`config.mk`:
```
export PLATFORM = sky130hd
export DESIGN_NAME = oms_mode_reg
export DESIGN_NICKNAME = d
export VERILOG_FILES = /design/src/oms_pkg.sv /design/src/oms_edge.sv /design/src/oms_mode_reg.sv
export SDC_FILE = /design/constraint.sdc
export NUM_CORES = 1
export LEC_CHECK = 0
export ABC_CLOCK_PERIOD_IN_PS = 1450
export BUFFER_PORTS_ARGS = -buffer_cell sky130_fd_sc_hd__buf_4
export CAP_MARGIN = 20
export CORE_MARGIN = 4
export CORE_UTILIZATION = 24
export CTS_CLUSTER_SIZE = 8
export DETAILED_ROUTE_END_ITERATION = 7
export HOLD_SLACK_MARGIN = 0.08
export PLACE_DENSITY = 0.54
export REMOVE_ABC_BUFFERS = 1
export SYNTH_ARGS = -nofsm -noshare
export SYNTH_HDL_FRONTEND = slang
export SYNTH_SLANG_ARGS = --single-unit
```
`constraint.sdc`:
```
create_clock -name mclk -period 1.45 [get_ports mclk]
set_input_delay 0.29 -clock mclk [delete_from_list [all_inputs] [get_ports mclk]]
set_output_delay 0.29 -clock mclk [all_outputs]
set_load 0.02 [all_outputs]
```
`src/oms_pkg.sv`:
```
package oms_pkg;
  localparam int unsigned REG_W       = 24;
  localparam int unsigned SP_W        = 6;
  localparam int unsigned RSV_HI      = 23;
  localparam int unsigned RSV_LO      = 21;
  localparam int unsigned SEN_BIT     = 20;
  localparam int unsigned WRP_BIT     = 19;
  localparam int unsigned OVF_BIT     = 18;
  localparam int unsigned UNF_BIT     = 17;
  localparam int unsigned XYS_BIT     = 16;
  localparam int unsigned MODE_HI     = 3;
  localparam int unsigned MODE_LO     = 0;
  localparam int unsigned LOW_HI      = 15;
  localparam int unsigned MODE_W      = 4;
  localparam logic [23:0] RESET_VALUE = 24'h000300;
  localparam logic [23:0] LOW_MASK    = 24'h00FFFF;
  localparam logic [23:0] STACK_MASK  = 24'h1F0000;
  localparam logic [23:0] STACK_WMASK = 24'h110000;
  typedef enum logic [1:0] {
    OMS_OP_MOVE = 2'h0,
    OMS_OP_AND  = 2'h1,
    OMS_OP_OR   = 2'h2
  } oms_op_t;
  typedef enum logic [2:0] {
    OMS_ST_RESET = 3'h1,
    OMS_ST_RUN   = 3'h2,
    OMS_ST_ERR   = 3'h4
  } oms_state_t;
endpackage

```
`src/oms_edge.sv`:
```
`timescale 1ns/100ps
// one-cycle pulse on the edge where a flag rises; fed the flag's next value
module oms_edge (
  input  wire logic mclk,
  input  wire logic rst_b,
  input  wire logic flag,
  output logic      pulse_q
);
  logic prev_q;
  always_ff @(posedge mclk) begin
    if (!rst_b) begin
      prev_q  <= 1'b0;
      pulse_q <= 1'b0;
    end else begin
      prev_q  <= flag;
      pulse_q <= flag & ~prev_q;
    end
  end
endmodule

```
`src/oms_mode_reg.sv`:
```
`timescale 1ns/100ps
// What this block does
// - 24-bit read/write register, three bytes
// - low bytes mode, high byte stack control
// - low bytes change only on reset, the first-clock pin load or explicit write
// - stack byte via loop/call/return and move
// - first clock after reset loads mode bits 3..0 from pins
// - bits 23..21 reset and read zero
// - bit 20 enables stack extension, reset clear
// - wrap flag set when spill begins
// - flags sticky until reset or move write
// - overflow on push at size when enabled
// - overflow rise raises level 3 error
// - underflow on pull at zero when enabled
// - underflow rise raises level 3 error
// - pointer underflow bit counts in extended mode
// - bit 16 selects X or Y space
module oms_mode_reg #(
  parameter int unsigned SP_W = oms_pkg::SP_W
) (
  input  wire logic                    mclk,
  input  wire logic                    rst_b,
  input  wire logic [3:0]              mode_pins,
  input  wire logic                    wr_en,
  input  wire oms_pkg::oms_op_t        wr_op,
  input  wire logic [23:0]             wr_data,
  input  wire logic                    stack_wr_en,
  input  wire logic [7:0]              stack_wr_data,
  input  wire logic                    spill_start,
  input  wire logic                    push_req,
  input  wire logic                    pull_req,
  input  wire logic [SP_W-1:0]         stack_pointer,
  input  wire logic [SP_W-1:0]         stack_size_reg,
  output logic [23:0]                  rd_data_q,
  output logic                         stack_ext_enable_q,
  output logic                         stack_space_select_q,
  output logic                         uf_as_count_q,
  output logic                         stack_error_q
);
  logic [15:0] low_q;
  logic [15:0] low_d;
  logic        en_q;
  logic        xys_q;
  logic        wrap_q;
  logic        ovf_q;
  logic        unf_q;
  logic        move_wr;
  logic        ovf_set;
  logic        unf_set;
  logic        wrap_d;
  logic        ovf_d;
  logic        unf_d;
  logic        ovf_pulse;
  logic        unf_pulse;
  logic        boot_q;
  logic        err_q;
  logic [23:0] cur;
  oms_pkg::oms_state_t st_q;

  // stack byte starts at the space select bit
  function automatic int unsigned byte_pos(input int unsigned pos);
    return pos - oms_pkg::XYS_BIT;
  endfunction

  // hardware set beats a clearing move in the same cycle
  function automatic logic flag_next(input logic set, input logic cur_v, input logic clr);
    return set | (cur_v & ~clr);
  endfunction

  assign move_wr = wr_en && (wr_op == oms_pkg::OMS_OP_MOVE);
  assign ovf_set = push_req && en_q && (stack_pointer == stack_size_reg);
  assign unf_set = pull_req && en_q && (stack_pointer == '0);
  // next flag values feed the edge pulses, so no extra cycle of lag
  assign wrap_d  = flag_next(spill_start, wrap_q, move_wr);
  assign ovf_d   = flag_next(ovf_set, ovf_q, move_wr);
  assign unf_d   = flag_next(unf_set, unf_q, move_wr);

  always_comb begin
    cur = '0;
    cur[oms_pkg::LOW_HI:0] = low_q;
    cur[oms_pkg::SEN_BIT]  = en_q;
    cur[oms_pkg::WRP_BIT]  = wrap_q;
    cur[oms_pkg::OVF_BIT]  = ovf_q;
    cur[oms_pkg::UNF_BIT]  = unf_q;
    cur[oms_pkg::XYS_BIT]  = xys_q;
  end

  always_comb begin
    low_d = low_q;
    if (wr_en) begin
      case (wr_op)
        oms_pkg::OMS_OP_AND: low_d = low_q & wr_data[oms_pkg::LOW_HI:0];
        oms_pkg::OMS_OP_OR:  low_d = low_q | wr_data[oms_pkg::LOW_HI:0];
        default:             low_d = wr_data[oms_pkg::LOW_HI:0];
      endcase
    end
  end

  // pins caught on the first clock after release, never inside the reset branch
  always_ff @(posedge mclk) begin
    if (!rst_b) begin
      boot_q <= 1'b1;
      low_q  <= oms_pkg::RESET_VALUE[oms_pkg::LOW_HI:0];
    end else begin
      boot_q <= 1'b0;
      if (boot_q) begin
        low_q <= low_d;
        low_q[oms_pkg::MODE_HI:oms_pkg::MODE_LO] <= mode_pins;
      end else begin
        low_q <= low_d;
      end
    end
  end

  // stack byte; and/or immediates leave it alone, only moves and implicit accesses reach it
  always_ff @(posedge mclk) begin
    if (!rst_b) begin
      en_q  <= 1'b0;
      xys_q <= 1'b0;
    end else if (move_wr) begin
      en_q  <= wr_data[oms_pkg::SEN_BIT];
      xys_q <= wr_data[oms_pkg::XYS_BIT];
    end else if (stack_wr_en) begin
      en_q  <= stack_wr_data[byte_pos(oms_pkg::SEN_BIT)];
      xys_q <= stack_wr_data[byte_pos(oms_pkg::XYS_BIT)];
    end
  end

  // set wins over a clearing move in the same cycle
  always_ff @(posedge mclk) begin
    if (!rst_b) begin
      wrap_q <= 1'b0;
      ovf_q  <= 1'b0;
      unf_q  <= 1'b0;
    end else begin
      wrap_q <= wrap_d;
      ovf_q  <= ovf_d;
      unf_q  <= unf_d;
    end
  end

  oms_edge u_ovf_edge (
    .mclk    (mclk),
    .rst_b   (rst_b),
    .flag    (ovf_d),
    .pulse_q (ovf_pulse)
  );
  oms_edge u_unf_edge (
    .mclk    (mclk),
    .rst_b   (rst_b),
    .flag    (unf_d),
    .pulse_q (unf_pulse)
  );

  always_ff @(posedge mclk) begin
    if (!rst_b) begin
      st_q <= oms_pkg::OMS_ST_RESET;
    end else begin
      case (st_q)
        oms_pkg::OMS_ST_RESET: st_q <= oms_pkg::OMS_ST_RUN;
        oms_pkg::OMS_ST_RUN:   st_q <= (ovf_q | unf_q) ? oms_pkg::OMS_ST_ERR : st_q;
        oms_pkg::OMS_ST_ERR:   st_q <= (ovf_q | unf_q) ? st_q : oms_pkg::OMS_ST_RUN;
        default:               st_q <= oms_pkg::OMS_ST_RESET;
      endcase
    end
  end

  always_ff @(posedge mclk) begin
    if (!rst_b) begin
      err_q                <= 1'b0;
      rd_data_q            <= '0;
      stack_ext_enable_q   <= 1'b0;
      stack_space_select_q <= 1'b0;
      uf_as_count_q        <= 1'b0;
    end else begin
      err_q                <= ovf_pulse | unf_pulse;
      rd_data_q            <= cur;
      stack_ext_enable_q   <= en_q;
      stack_space_select_q <= xys_q;
      uf_as_count_q        <= en_q;
    end
  end
  assign stack_error_q = err_q;
endmodule

```
## After elaboration in Yosys (flattened, before gate mapping)

Index checks and enable logic that the tools add are counted.

- Equality and inequality tests: 3
- Multiplexer cells: 8
- Bitwise logic cells: 14
- Reduce and logical (&&, ||, !) cells: 9

Operator list:

| kind | count |
|---|---|
| $pmux W16 S2 | 1 |
| $and A16 B16 Y16 | 1 |
| $mux W16 | 1 |
| $or A16 B16 Y16 | 1 |
| $eq A6 B6 Y1 | 1 |
| $logic_not A6 Y1 | 1 |
| $and A1 B1 Y1 | 5 |
| $logic_and A1 B1 Y1 | 5 |
| $mux W1 | 5 |
| $mux W4 | 1 |
| $or A1 B1 Y1 | 4 |
| $reduce_bool A2 Y1 | 2 |
| $not A1 Y1 | 3 |
| $eq A2 B1 Y1 const B | 1 |
| $eq A2 B2 Y1 const B | 1 |
| $logic_not A2 Y1 | 1 |

- Bits in registers: 51
- Input port bits: 57
- Output and inout bits: 28
- Logic and storage cells: 49

## Depth between registers and ports, before layout

Gate-level depths: netlist of run 1.

- Depth in word-level cells: 6
- Mapped depth: 7
- Gate-level depth less buffers: 6

## Cells and area by module

Synthesis of run 1 repeated with hierarchy kept, for this count alone.

- Cells, all modules: 191
- Area, all modules: 1,799.2 µm²

Modules (own cells, without submodules):

| module | times used | cells an instance | area an instance (µm²) | seq. area each (µm²) |
|---|---|---|---|---|
| oms_mode_reg | 1 | 183 | 1,689.1 | 880.8 |
| oms_edge | 2 | 4 | 55.1 | 40.0 |

## Least setup slack after synthesis of run 1

No wires, ideal clock.

- Kind: input to register
- From: input wr_op[0]
- To: register low_q[10]
- Library setup time: 0.117 ns
- Arrival: 1.218 ns
- Data required time: 1.333 ns
- Setup slack: 0.115 ns
- Cell stages on the path: 7
- Buffers on the path: 1
- Cell sequence: inv_1 ha_1 a21boi_2 buf_4 nand2_1 a22oi_1 nor2_1

- Cells in the longest elaborated chain, start to end: 3
- Elaborated cells between the ends (all ways): 4
- Those cells by class: eq/ne: 2; mux: 2

Ends and longest elaborated chain:

| element | RTL line | text |
|---|---|---|
| start: declaration | oms_mode_reg.sv:25 | `input wire oms_pkg::oms_op_t wr_op,` |
| $eq A2 B2 Y1 or $eq A2 B1 Y1 (tied branches) | oms_mode_reg.sv:91 | `case (wr_op)` |
| $pmux W16 S2 * | oms_mode_reg.sv:91 |  |
| $mux W16 * | oms_mode_reg.sv:90 | `if (wr_en) begin` |
| end signal: assignment | oms_mode_reg.sv:103 | `low_q <= oms_pkg::RESET_VALUE[oms_pkg::LOW_HI:0];` |
| end signal: assignment | oms_mode_reg.sv:107 | `low_q <= low_d;` |
| end signal: indexed assignment | oms_mode_reg.sv:108 | `low_q[oms_pkg::MODE_HI:oms_pkg::MODE_LO] <= mode_pins;` |
| end: declaration | oms_mode_reg.sv:40 | `logic [15:0] low_q;` |

Mark *: on every way between the ends. The rest lies on a longest branch, timed or not. The select of a mux whose other input is x is not followed.
A chain may end at the register's enable or synchronous reset.

## Worst setup path after layout of run 1

- From: input wr_op[1]
- To: register low_q[0]

- Cells in the longest elaborated chain, start to end: 4
- Elaborated cells between the ends (all ways): 5
- Those cells by class: eq/ne: 2; mux: 3

Ends and longest elaborated chain:

| element | RTL line | text |
|---|---|---|
| $eq A2 B2 Y1 or $eq A2 B1 Y1 (tied branches) | oms_mode_reg.sv:91 |  |
| $pmux W16 S2 * | oms_mode_reg.sv:91 |  |
| $mux W16 * | oms_mode_reg.sv:90 |  |
| $mux W4 * | oms_mode_reg.sv:106 | `if (boot_q) begin` |
| end signal: assignment | oms_mode_reg.sv:107 |  |
| end signal: indexed assignment | oms_mode_reg.sv:108 |  |
| end signal: assignment | oms_mode_reg.sv:110 | `low_q <= low_d;` |

Marks and branches as above.

==> results.json, run 1 <==
{
  "rsz0062_at_grt": "false",
  "route.detailed.drc": 0,
  "cts_tree": "done",
  "grt_max_degree": 17,
  "synth_cell_type_count": 31,
  "drv_cap": 0,
  "yosysSeqAreaShare_pct": 52.9,
  "fmax_mhz": 793,
  "grt_pass1_wl_mm": 6.36,
  "rr_startpoint": "en_q",
  "drtIter0Drc": 41,
  "drive_gt1_share_pct": 34.4,
  "syn_inst": 187,
  "worstMarginPinSlew_ns": 0.587,
  "cts_root_buf": "clkbuf_8",
  "core-area_um2": 6910,
  "numCtsBuffers": 5,
  "synthMostInstantiatedCell": "dfxtp_1",
  "status": "complete, no violations",
  "wl_per_cell_um": 11.1,
  "period_share_pct": 87.0,
  "cts_hold_buf": 0,
  "drv_slew": 0,
  "row_count": 30,
  "synth_top_area_share_pct": 52.9,
  "finalHoldViolCount": 0,
  "wl_mm": 3.97,
  "start_util_pct": 25.2,
  "via_per_inst": 4.01,
  "ys.warnings.count": 0,
  "r2r_end": "u_ovf_edge.pulse_q",
  "portBuffers": 69,
  "die_w_um": 93.2,
  "power_density_nw_per_um2": 1070,
  "hold_slack_ns": 0.215,
  "track_usage_pct": 9.31,
  "relSlewSlack_pct": 60.8,
  "cts.htree.levels": 2,
  "critPathMaxFanout": 16,
  "dp_hpwl_mm": 2.97,
  "drtAntennaViolNets": 0,
  "hp-start": "spill_start",
  "finalClockSkew_ns": 0.00266,
  "min_period_ns": 1.26,
  "clkSinkCount": 46,
  "clk_path_buf_depth": 2,
  "hold_path.class": "in2reg",
  "critPathKind": "in2reg",
  "gr-total-overflow": 0,
  "arrival_ns": 1.48,
  "yosys.area.top_type": "dfxtp_1",
  "yosys_most_used_dff": "dfxtp_1",
  "syn_avg_cell_area_um2": 9.31,
  "post_cts_resized": 0,
  "ff2ff_path_depth": 4,
  "antenna_found_initial": 0,
  "clk_latency_ns": 0.29,
  "synthesis.area_um2": 1740,
  "gp_congestion": 0.724,
  "path_clk_slew_ns": 0.08,
  "layout.nets": 321,
  "die_area_um2": 8680,
  "yosys-top-cells-area": "dfxtp_1 53%, and2_1 7.9%, nand2_1 6.7%",
  "pin_count": 85,
  "synthTopCellsByCount": "46 x dfxtp_1, 31 x nand2_1, 22 x and2_1, 18 x nor2_1",
  "critPathLaunchType": "input port",
  "leakagePower_nw": 1.16,
  "async_flop_share_pct": 0,
  "whs_endpoint": "wrap_q",
  "grt_pass1_vias": 1395,
  "cp_data_required_time_ns": 1.67,
  "area_delta_synth_final_pct": 43.4,
  "r2r_slack_ns": 0.55,
  "setup_viol": 0,
  "end_kind": "register",
  "synth_seq_cells": 46,
  "ir_worst_vdd_mv": 0.493,
  "diodes": 0,
  "holdPathStages": 3,
  "post_cts_buffers": 0,
  "first_pass_iters": 4,
  "finalSetupTns_ns": 0,
  "synth_edf_count": 0,
  "num_vias": 1435,
  "die_height_um": 93.2
}
[registers in the layout (all words and copies together) (netlist names)]
register            flops
rd_data_q              21
low_q                  16
boot_q                  1
en_q                    1
stack_error_q           1
u_ovf_edge.prev_q       1
u_ovf_edge.pulse_q      1
u_unf_edge.prev_q       1
u_unf_edge.pulse_q      1
wrap_q                  1
xys_q                   1
[final cells by class]
class | count | area [µm²]
clock inverters | 1 | 30.0
clock buffers | 7 | 76.3
well taps | 96 | 120
inverters | 5 | 18.8
multi-input cells | 126 | 728
repair buffers | 77 | 603
flip-flops and latches | 46 | 921
fillers | 741 | 4410
[cells in the final DEF, fill, tap and decap left out, drive strengths merged, types with 2 or more instances in the layout]
| master | count |
|---|---|
| xor2 | 3 |
| nand2 | 31 |
| a21boi | 2 |
| and2 | 25 |
| a211oi | 2 |
| o21ai | 8 |
| ha | 3 |
| a22oi | 10 |
| clkbuf | 7 |
| buf | 77 |
| xnor2 | 3 |
| a221o | 2 |
| inv | 4 |
| mux2i | 2 |
| conb | 3 |
| dfxtp | 46 |
| nor2 | 18 |
| a21oi | 9 |
[power breakdown]
part / internal [mW] / total [mW] / switching (mW)
sequential: 1.32 / 1.35 / 0.0264
combinational: 0.213 / 0.400 / 0.187
clock: 0.516 / 0.915 / 0.399
[stage by stage]
| stage | worst slack, ns | cell area, µm² | std cells | utilization (%) | total power [mW] |
|---|---|---|---|---|---|
| finish | 0.189 | 2500 | 358 | 36.2 | 2.67 |
| global route | 0.0712 | 2500 | 358 | 36.2 | 2.81 |
| CTS | 0.169 | 2500 | 358 | 36.2 | 2.72 |
| detailed placement | -0.146 | 2390 | 350 | 34.6 | 1.79 |
| global placement | -0.140 | 2390 | 350 | 34.6 | 1.78 |
| floorplan | -0.0458 | 1670 | 177 | - | 1.56 |
[worst max-delay path, cell delays in order]
cell and delay [ns]:
buf_4 0.11, inv_1 0.06, buf_4 0.10, ha_1 0.51
and2_1 0.20, o21ai_0 0.08, a21oi_1 0.13
[metal layers]
| metal | vias up | GRT usage, % | wire length (µm) |
|---|---|---|---|
| met5 | - | 0 | 0 |
| met4 | 0 | 2.93 | 32 |
| met3 | 4 | 4.42 | 452 |
| met2 | 57 | 15.2 | 1730 |
| met1 | 622 | 10.7 | 1760 |
| li1 | 752 | - | - |
[worst max-delay path by stage]
| stage | start | end | slack, ns | cells after the start |
|---|---|---|---|---|
| finish | wr_op[1] | low_q[0] | 0.19 | 7 |
| detailed placement | wr_op[1] | low_q[0] | -0.15 | 7 |
| CTS | wr_op[1] | low_q[0] | 0.17 | 7 |
| floorplan | wr_op[0] | low_q[8] | -0.05 | 5 |
| global route | wr_op[1] | low_q[0] | 0.07 | 7 |
| global placement | wr_op[1] | low_q[2] | -0.14 | 7 |
[cells by family after synthesis]
family | synth area share (%)
simple gates | 21.6
compound gates | 13.2
flops | 52.9
xor+xnor | 3.02
mux | 1.15
buf+inv | 5.75
fa+ha+maj | 2.16
other cells | 0.215
(Power assumes the default switching activity.)
==> run 2, diff against run 1 <==
--- a/config.mk
+++ b/config.mk
@@ -5,7 +5,7 @@
 export SDC_FILE = /design/constraint.sdc
 export NUM_CORES = 1
 export LEC_CHECK = 0
-export ABC_CLOCK_PERIOD_IN_PS = 1450
+export ABC_CLOCK_PERIOD_IN_PS = 1600
 export BUFFER_PORTS_ARGS = -buffer_cell sky130_fd_sc_hd__buf_4
 export CAP_MARGIN = 20
 export CORE_MARGIN = 4
==> constraint.sdc (replaced) <==
create_clock -name mclk -period 1.6 [get_ports mclk]
set_input_delay 0.32 -clock mclk [delete_from_list [all_inputs] [get_ports mclk]]
set_output_delay 0.32 -clock mclk [all_outputs]
set_load 0.02 [all_outputs]
==> run 2 against run 1 <==
Effect of this change:
- clock power is 26% lower
- final cell count is 1.4% lower
- hold slack better by 0.023 ns
- wire length is 0.30% lower
- sequential cell count stayed put
- via count is 0.21% lower
- first-iteration DRC count is 7.3% higher
- non-clock buffer count is 3 lower
==> results.json, run 2 (synthesis gave the netlist of run 1 again) <==
{
  "postLayoutSetupSlackWorst_ns": 0.318,
  "setup_viol": 0,
  "via_per_inst": 4.06,
  "cts.htree.levels": 2,
  "power_density_nw_per_um2": 922,
  "fin_area_um2": 2450,
  "path_clk_slew_ns": 0.08,
  "worstMarginPinSlew_ns": 0.627,
  "core-area_um2": 6910,
  "critPathKind": "in2reg",
  "start_util_pct": 25.2,
  "track_usage_pct": 9.69,
  "hold_slack_ns": 0.239,
  "cp_slowest_stage_delay_ns": 0.33,
  "period_share_pct": 80.1,
  "p_comb_share_pct": 15.8,
  "post_cts_resized": 0,
  "drtAntennaViolNets": 0,
  "drv_cap": 0,
  "grt_pass1_vias": 1461,
  "wl_per_cell_um": 11.2,
  "final_common_cell": "buf_4",
  "gr-total-overflow": 0,
  "area_delta_synth_final_pct": 40.7,
  "critPathLaunchType": "input port",
  "hold_path.class": "in2reg",
  "diodes": 0,
  "die_height_um": 93.2,
  "layout.nets": 318,
  "fmax_mhz": 780,
  "end_kind": "register",
  "cp_data_required_time_ns": 1.78,
  "rsz0062_at_grt": "false",
  "p_sw_share_pct": 23.8,
  "clk_path_buf_depth": 2,
  "row_count": 30,
  "portBuffers": 69,
  "post-route-util_pct": 35.5,
  "finalSetupTns_ns": 0,
  "arrival_ns": 1.46,
  "path_cells": "buf_4 -> inv_1 -> ha_1 -> a21boi_2 -> buf_12 -> nand2_1 -> a221o_1",
  "seqPwrFrac_pct": 54.2,
  "min_period_ns": 1.28,
  "pin_count": 85,
  "clkPwrFrac_pct": 30.0,
  "internal_power_mw": 1.72,
  "p_switching_uw": 538,
  "critPathMaxFanout": 12,
  "grt_max_degree": 27,
  "ir_worst_vdd_mv": 0.307,
  "clkSinkCount": 46,
  "critPathBufInv": 3,
  "cts_hold_buf": 0,
  "relSlewSlack_pct": 58.2,
  "die_w_um": 93.2,
  "leakagePower_nw": 1.13,
  "crit_family": "compound AO/OA/AOI/OAI gates",
  "num-fill-cells": 755,
  "die_area_um2": 8680,
  "finalClockSkew_ns": 0.00336,
  "top_regs": "rd_data_q (21), low_q (16)",
  "route.detailed.drc": 0,
  "num_vias": 1432,
  "grt_pass1_wl_mm": 6.66,
  "cts_tree": "done",
  "slowest_stage": "ha_1",
  "layout_common_cells": "72 x buf_4, 46 x dfxtp_1, 31 x nand2_1",
  "dp_hpwl_mm": 2.94,
  "status": "complete, no violations",
  "finalHoldViolCount": 0,
  "wl_mm": 3.96,
  "placed_area_um2": 2370,
  "post_cts_buffers": 0,
  "drv_slew": 0,
  "dpl_worst_slack_ns": 0.00378,
  "gp_congestion": 0.685,
  "clk_latency_ns": 0.28,
  "antenna_found_initial": 0,
  "cts_root_buf": "clkbuf_8",
  "top_register": "rd_data_q",
  "first_pass_iters": 4,
  "largest_reg_flops": 21,
  "drive_gt1_share_pct": 33.9,
  "numCtsBuffers": 5,
  "drtIter0Drc": 44
}
[run 2: cell types whose count changed in the layout (fill, tap and decap cells not counted), sizes merged]
| cell | previous run | this run |
|---|---|---|
| buf | 77 | 74 |
| bufinv | 1 | 0 |
| clkbuf | 7 | 6 |
[run 2: cell type report]
class,instances,area [µm²],area share (%)
timing repair buffer,74,581,23.7
multi-input combinational,126,728,29.7
clock buffer,6,82.6,3.37
sequential,46,921,37.6
inverter,5,18.8,0.766
tap,96,120,4.90
[run 2: power groups by stage]
stage	logic [mW]	registers, mW	clock network, mW
after floorplan	0.133	1.28	0
after global placement	0.358	1.25	0
after detailed placement	0.363	1.25	0
after CTS	0.364	1.22	0.714
after global routing	0.400	1.23	0.758
final	0.357	1.22	0.678
[run 2: through the flow]
stage | std cells | power (mW)
floorplan | 177 | 1.41
global placement | 347 | 1.61
detailed placement | 347 | 1.61
CTS | 353 | 2.30
global route | 353 | 2.39
finish | 353 | 2.26
[run 2: worst min-delay path, delay by kind of cell]
family / cells / cell delay [ns]
AOI/OAI and AO/OA: 1 / 0.03
buffers and inverters: 1 / 0.07
and+or+nand+nor: 1 / 0.07
[run 2: worst paths after layout]
path / start / to / slack, ns / cells past startpoint
worst max-delay path: wr_op[0] / low_q[9] / 0.32 / 7
worst min-delay path: spill_start / wrap_q / 0.24 / 3
worst max register to register: en_q / u_ovf_edge.pulse_q / 0.68 / 4
worst min register to register: u_ovf_edge.prev_q / u_ovf_edge.pulse_q / 0.41 / 1
[run 2: layer usage]
| layer | part of all wire, % | track usage, % | up-vias |
|---|---|---|---|
| met5 | 0 | 0 | - |
| met4 | 1.4 | 3.30 | 0 |
| met3 | 10 | 3.94 | 6 |
| met2 | 43 | 15.8 | 61 |
| met1 | 45 | 11.5 | 619 |
| li1 | - | - | 746 |
==> run 3, diff against run 2 <==
--- a/config.mk
+++ b/config.mk
@@ -5,7 +5,7 @@
 export SDC_FILE = /design/constraint.sdc
 export NUM_CORES = 1
 export LEC_CHECK = 0
-export ABC_CLOCK_PERIOD_IN_PS = 1600
+export ABC_CLOCK_PERIOD_IN_PS = 1200
 export BUFFER_PORTS_ARGS = -buffer_cell sky130_fd_sc_hd__buf_4
 export CAP_MARGIN = 20
 export CORE_MARGIN = 4
==> constraint.sdc (replaced) <==
create_clock -name mclk -period 1.2 [get_ports mclk]
set_input_delay 0.24 -clock mclk [delete_from_list [all_inputs] [get_ports mclk]]
set_output_delay 0.24 -clock mclk [all_outputs]
set_load 0.02 [all_outputs]
==> run 3 against run 2 <==
Effect of this change:
- sequential share of layout area shrank 1.1 points
- sequential power grew 34%
- sequential cell count is the same
- critical path depth is the same
- worst setup slack lost 0.24 ns
- non-clock buffer count grew 6
- register-to-register slack lost 0.39 ns
- final cell count grew 2.3%
- via count grew 4.1%
- highest routed layer unchanged
==> results.json, run 3 (synthesis gave the netlist of run 1 again) <==
{
  "status": "complete, no violations",
  "row_count": 30,
  "cts.htree.levels": 2,
  "first_pass_iters": 4,
  "path_clk_slew_ns": 0.08,
  "core-area_um2": 6910,
  "hold_path.class": "in2reg",
  "routed.top_layer": "met4",
  "die_area_um2": 8680,
  "area_delta_synth_final_pct": 45.1,
  "path_cells": "buf_4 -> inv_2 -> ha_4 -> a21boi_4 -> buf_6 -> o21ai_0 -> a21oi_1",
  "ff2ff_path_depth": 4,
  "met1Wirelength_mm": 1.80,
  "hp-start": "spill_start",
  "largest_reg_flops": 21,
  "cp_data_required_time_ns": 1.42,
  "rr_startpoint": "en_q",
  "start_util_pct": 25.2,
  "top_register": "rd_data_q",
  "period_share_pct": 93.5,
  "die_height_um": 93.2,
  "clkSinkCount": 46,
  "end_kind": "register",
  "route.detailed.drc": 0,
  "wl_met2_mm": 1.80,
  "cts_tree": "done",
  "critPathMaxFanout": 7,
  "cts_hold_buf": 0,
  "drv_slew": 0,
  "clk_latency_ns": 0.30,
  "clk_path_buf_depth": 2,
  "power_density_nw_per_um2": 1210,
  "critPathKind": "in2reg",
  "track_usage_pct": 9.86,
  "final_common_cell": "buf_4",
  "arrival_ns": 1.35,
  "drtAntennaViolNets": 0,
  "via_per_inst": 4.13,
  "dp_hpwl_mm": 3.15,
  "whs_endpoint": "wrap_q",
  "dpl_worst_slack_ns": -0.326,
  "numCtsBuffers": 5,
  "layout_common_cells": "76 x buf_4, 46 x dfxtp_1, 31 x nand2_1",
  "postLayoutSetupSlackWorst_ns": 0.0785,
  "diodes": 0,
  "final_cells": 361,
  "wl_met3_um": 448,
  "critPathLaunchType": "input port",
  "drtIter0Drc": 37,
  "antenna_found_initial": 0,
  "pin_count": 85,
  "gp_congestion": 0.682,
  "finalHoldViolCount": 0,
  "crit_family": "compound AO/OA/AOI/OAI gates",
  "finalClockSkew_ns": 0.0113,
  "cts_root_buf": "clkbuf_8",
  "portBuffers": 69,
  "fmax_mhz": 892,
  "wl_mm": 4.09,
  "wl_per_cell_um": 11.3,
  "slowest_stage": "a21boi_4",
  "die_w_um": 93.2,
  "holdPathStages": 3,
  "ir_worst_vdd_mv": 0.412,
  "place_inst": 353,
  "layout.nets": 324,
  "critPathBufInv": 3,
  "setup_viol": 0,
  "leakagePower_nw": 1.16,
  "r2r_slack_ns": 0.29,
  "r2r_end": "u_ovf_edge.pulse_q",
  "cp_slowest_stage_delay_ns": 0.29,
  "min_period_ns": 1.12,
  "grt_pass1_vias": 1448,
  "grt_max_degree": 17,
  "drive_gt1_share_pct": 37.4,
  "drv_cap": 0,
  "top_regs": "rd_data_q (21), low_q (16)",
  "grt_pass1_wl_mm": 6.77,
  "num_vias": 1490,
  "gr-total-overflow": 0
}
run 3: how the worst max path moves through the flow:
stage | startpoint | end | depth (start not counted) | slack (ns)
CTS | wr_op[0] | low_q[9] | 7 | 0.0007
global placement | wr_op[0] | low_q[8] | 7 | -0.32
finish | wr_op[0] | low_q[0] | 7 | 0.08
global route | wr_op[0] | low_q[0] | 7 | -0.003
floorplan | wr_op[0] | low_q[8] | 5 | -0.25
detailed placement | wr_op[0] | low_q[9] | 7 | -0.33
run 3: layout make-up:
class,count,area [µm²]
well taps,96,120
clock buffers,5,68.8
repair buffers,80,624
inverters,5,18.8
flip-flops and latches,46,921
clock inverters,3,21.3
fillers,756,4380
multi-input cells,126,753
run 3: what timing repair did:
| action | 4_1_cts | 5_1_grt |
|---|---|---|
| buffers inserted | 0 | 0 |
| hold endpoints to repair | 0 | 0 |
| setup endpoints to repair | 0 | 14 |
| resized for setup | 0 | 9 |
run 3: stage by stage:
step	cell area, µm²	setup TNS [ns]	hold slack, ns	util (%)	power [mW]
final	2530	0	0.149	36.6	3.06
after global routing	2530	-0.00310	0.169	36.6	3.23
after CTS	2490	0	0.138	36.1	3.10
after detailed placement	2400	-4.08	0.399	34.8	2.16
after global placement	2400	-4.04	0.392	34.8	2.15
after floorplan	1670	-2.16	0.357	-	1.88
run 3: report_power, final:
part	switching [mW]	internal, mW
logic	0.231	0.268
clock network	0.521	0.409
registers	0.0319	1.60
total	0.784	2.28
run 3: tightest hold or removal path, delay by kind of cell:
family | cells | cell delay (ns)
and+or+nand+nor | 1 | 0.07
buffers and inverters | 1 | 0.07
AOI/OAI and AO/OA | 1 | 0.03
run 3: metal layers:
layer,GRT usage [%],up-vias
met4,2.93,0
met5,0,-
met1,12.5,659
met2,14.9,66
met3,4.59,5
li1,-,760
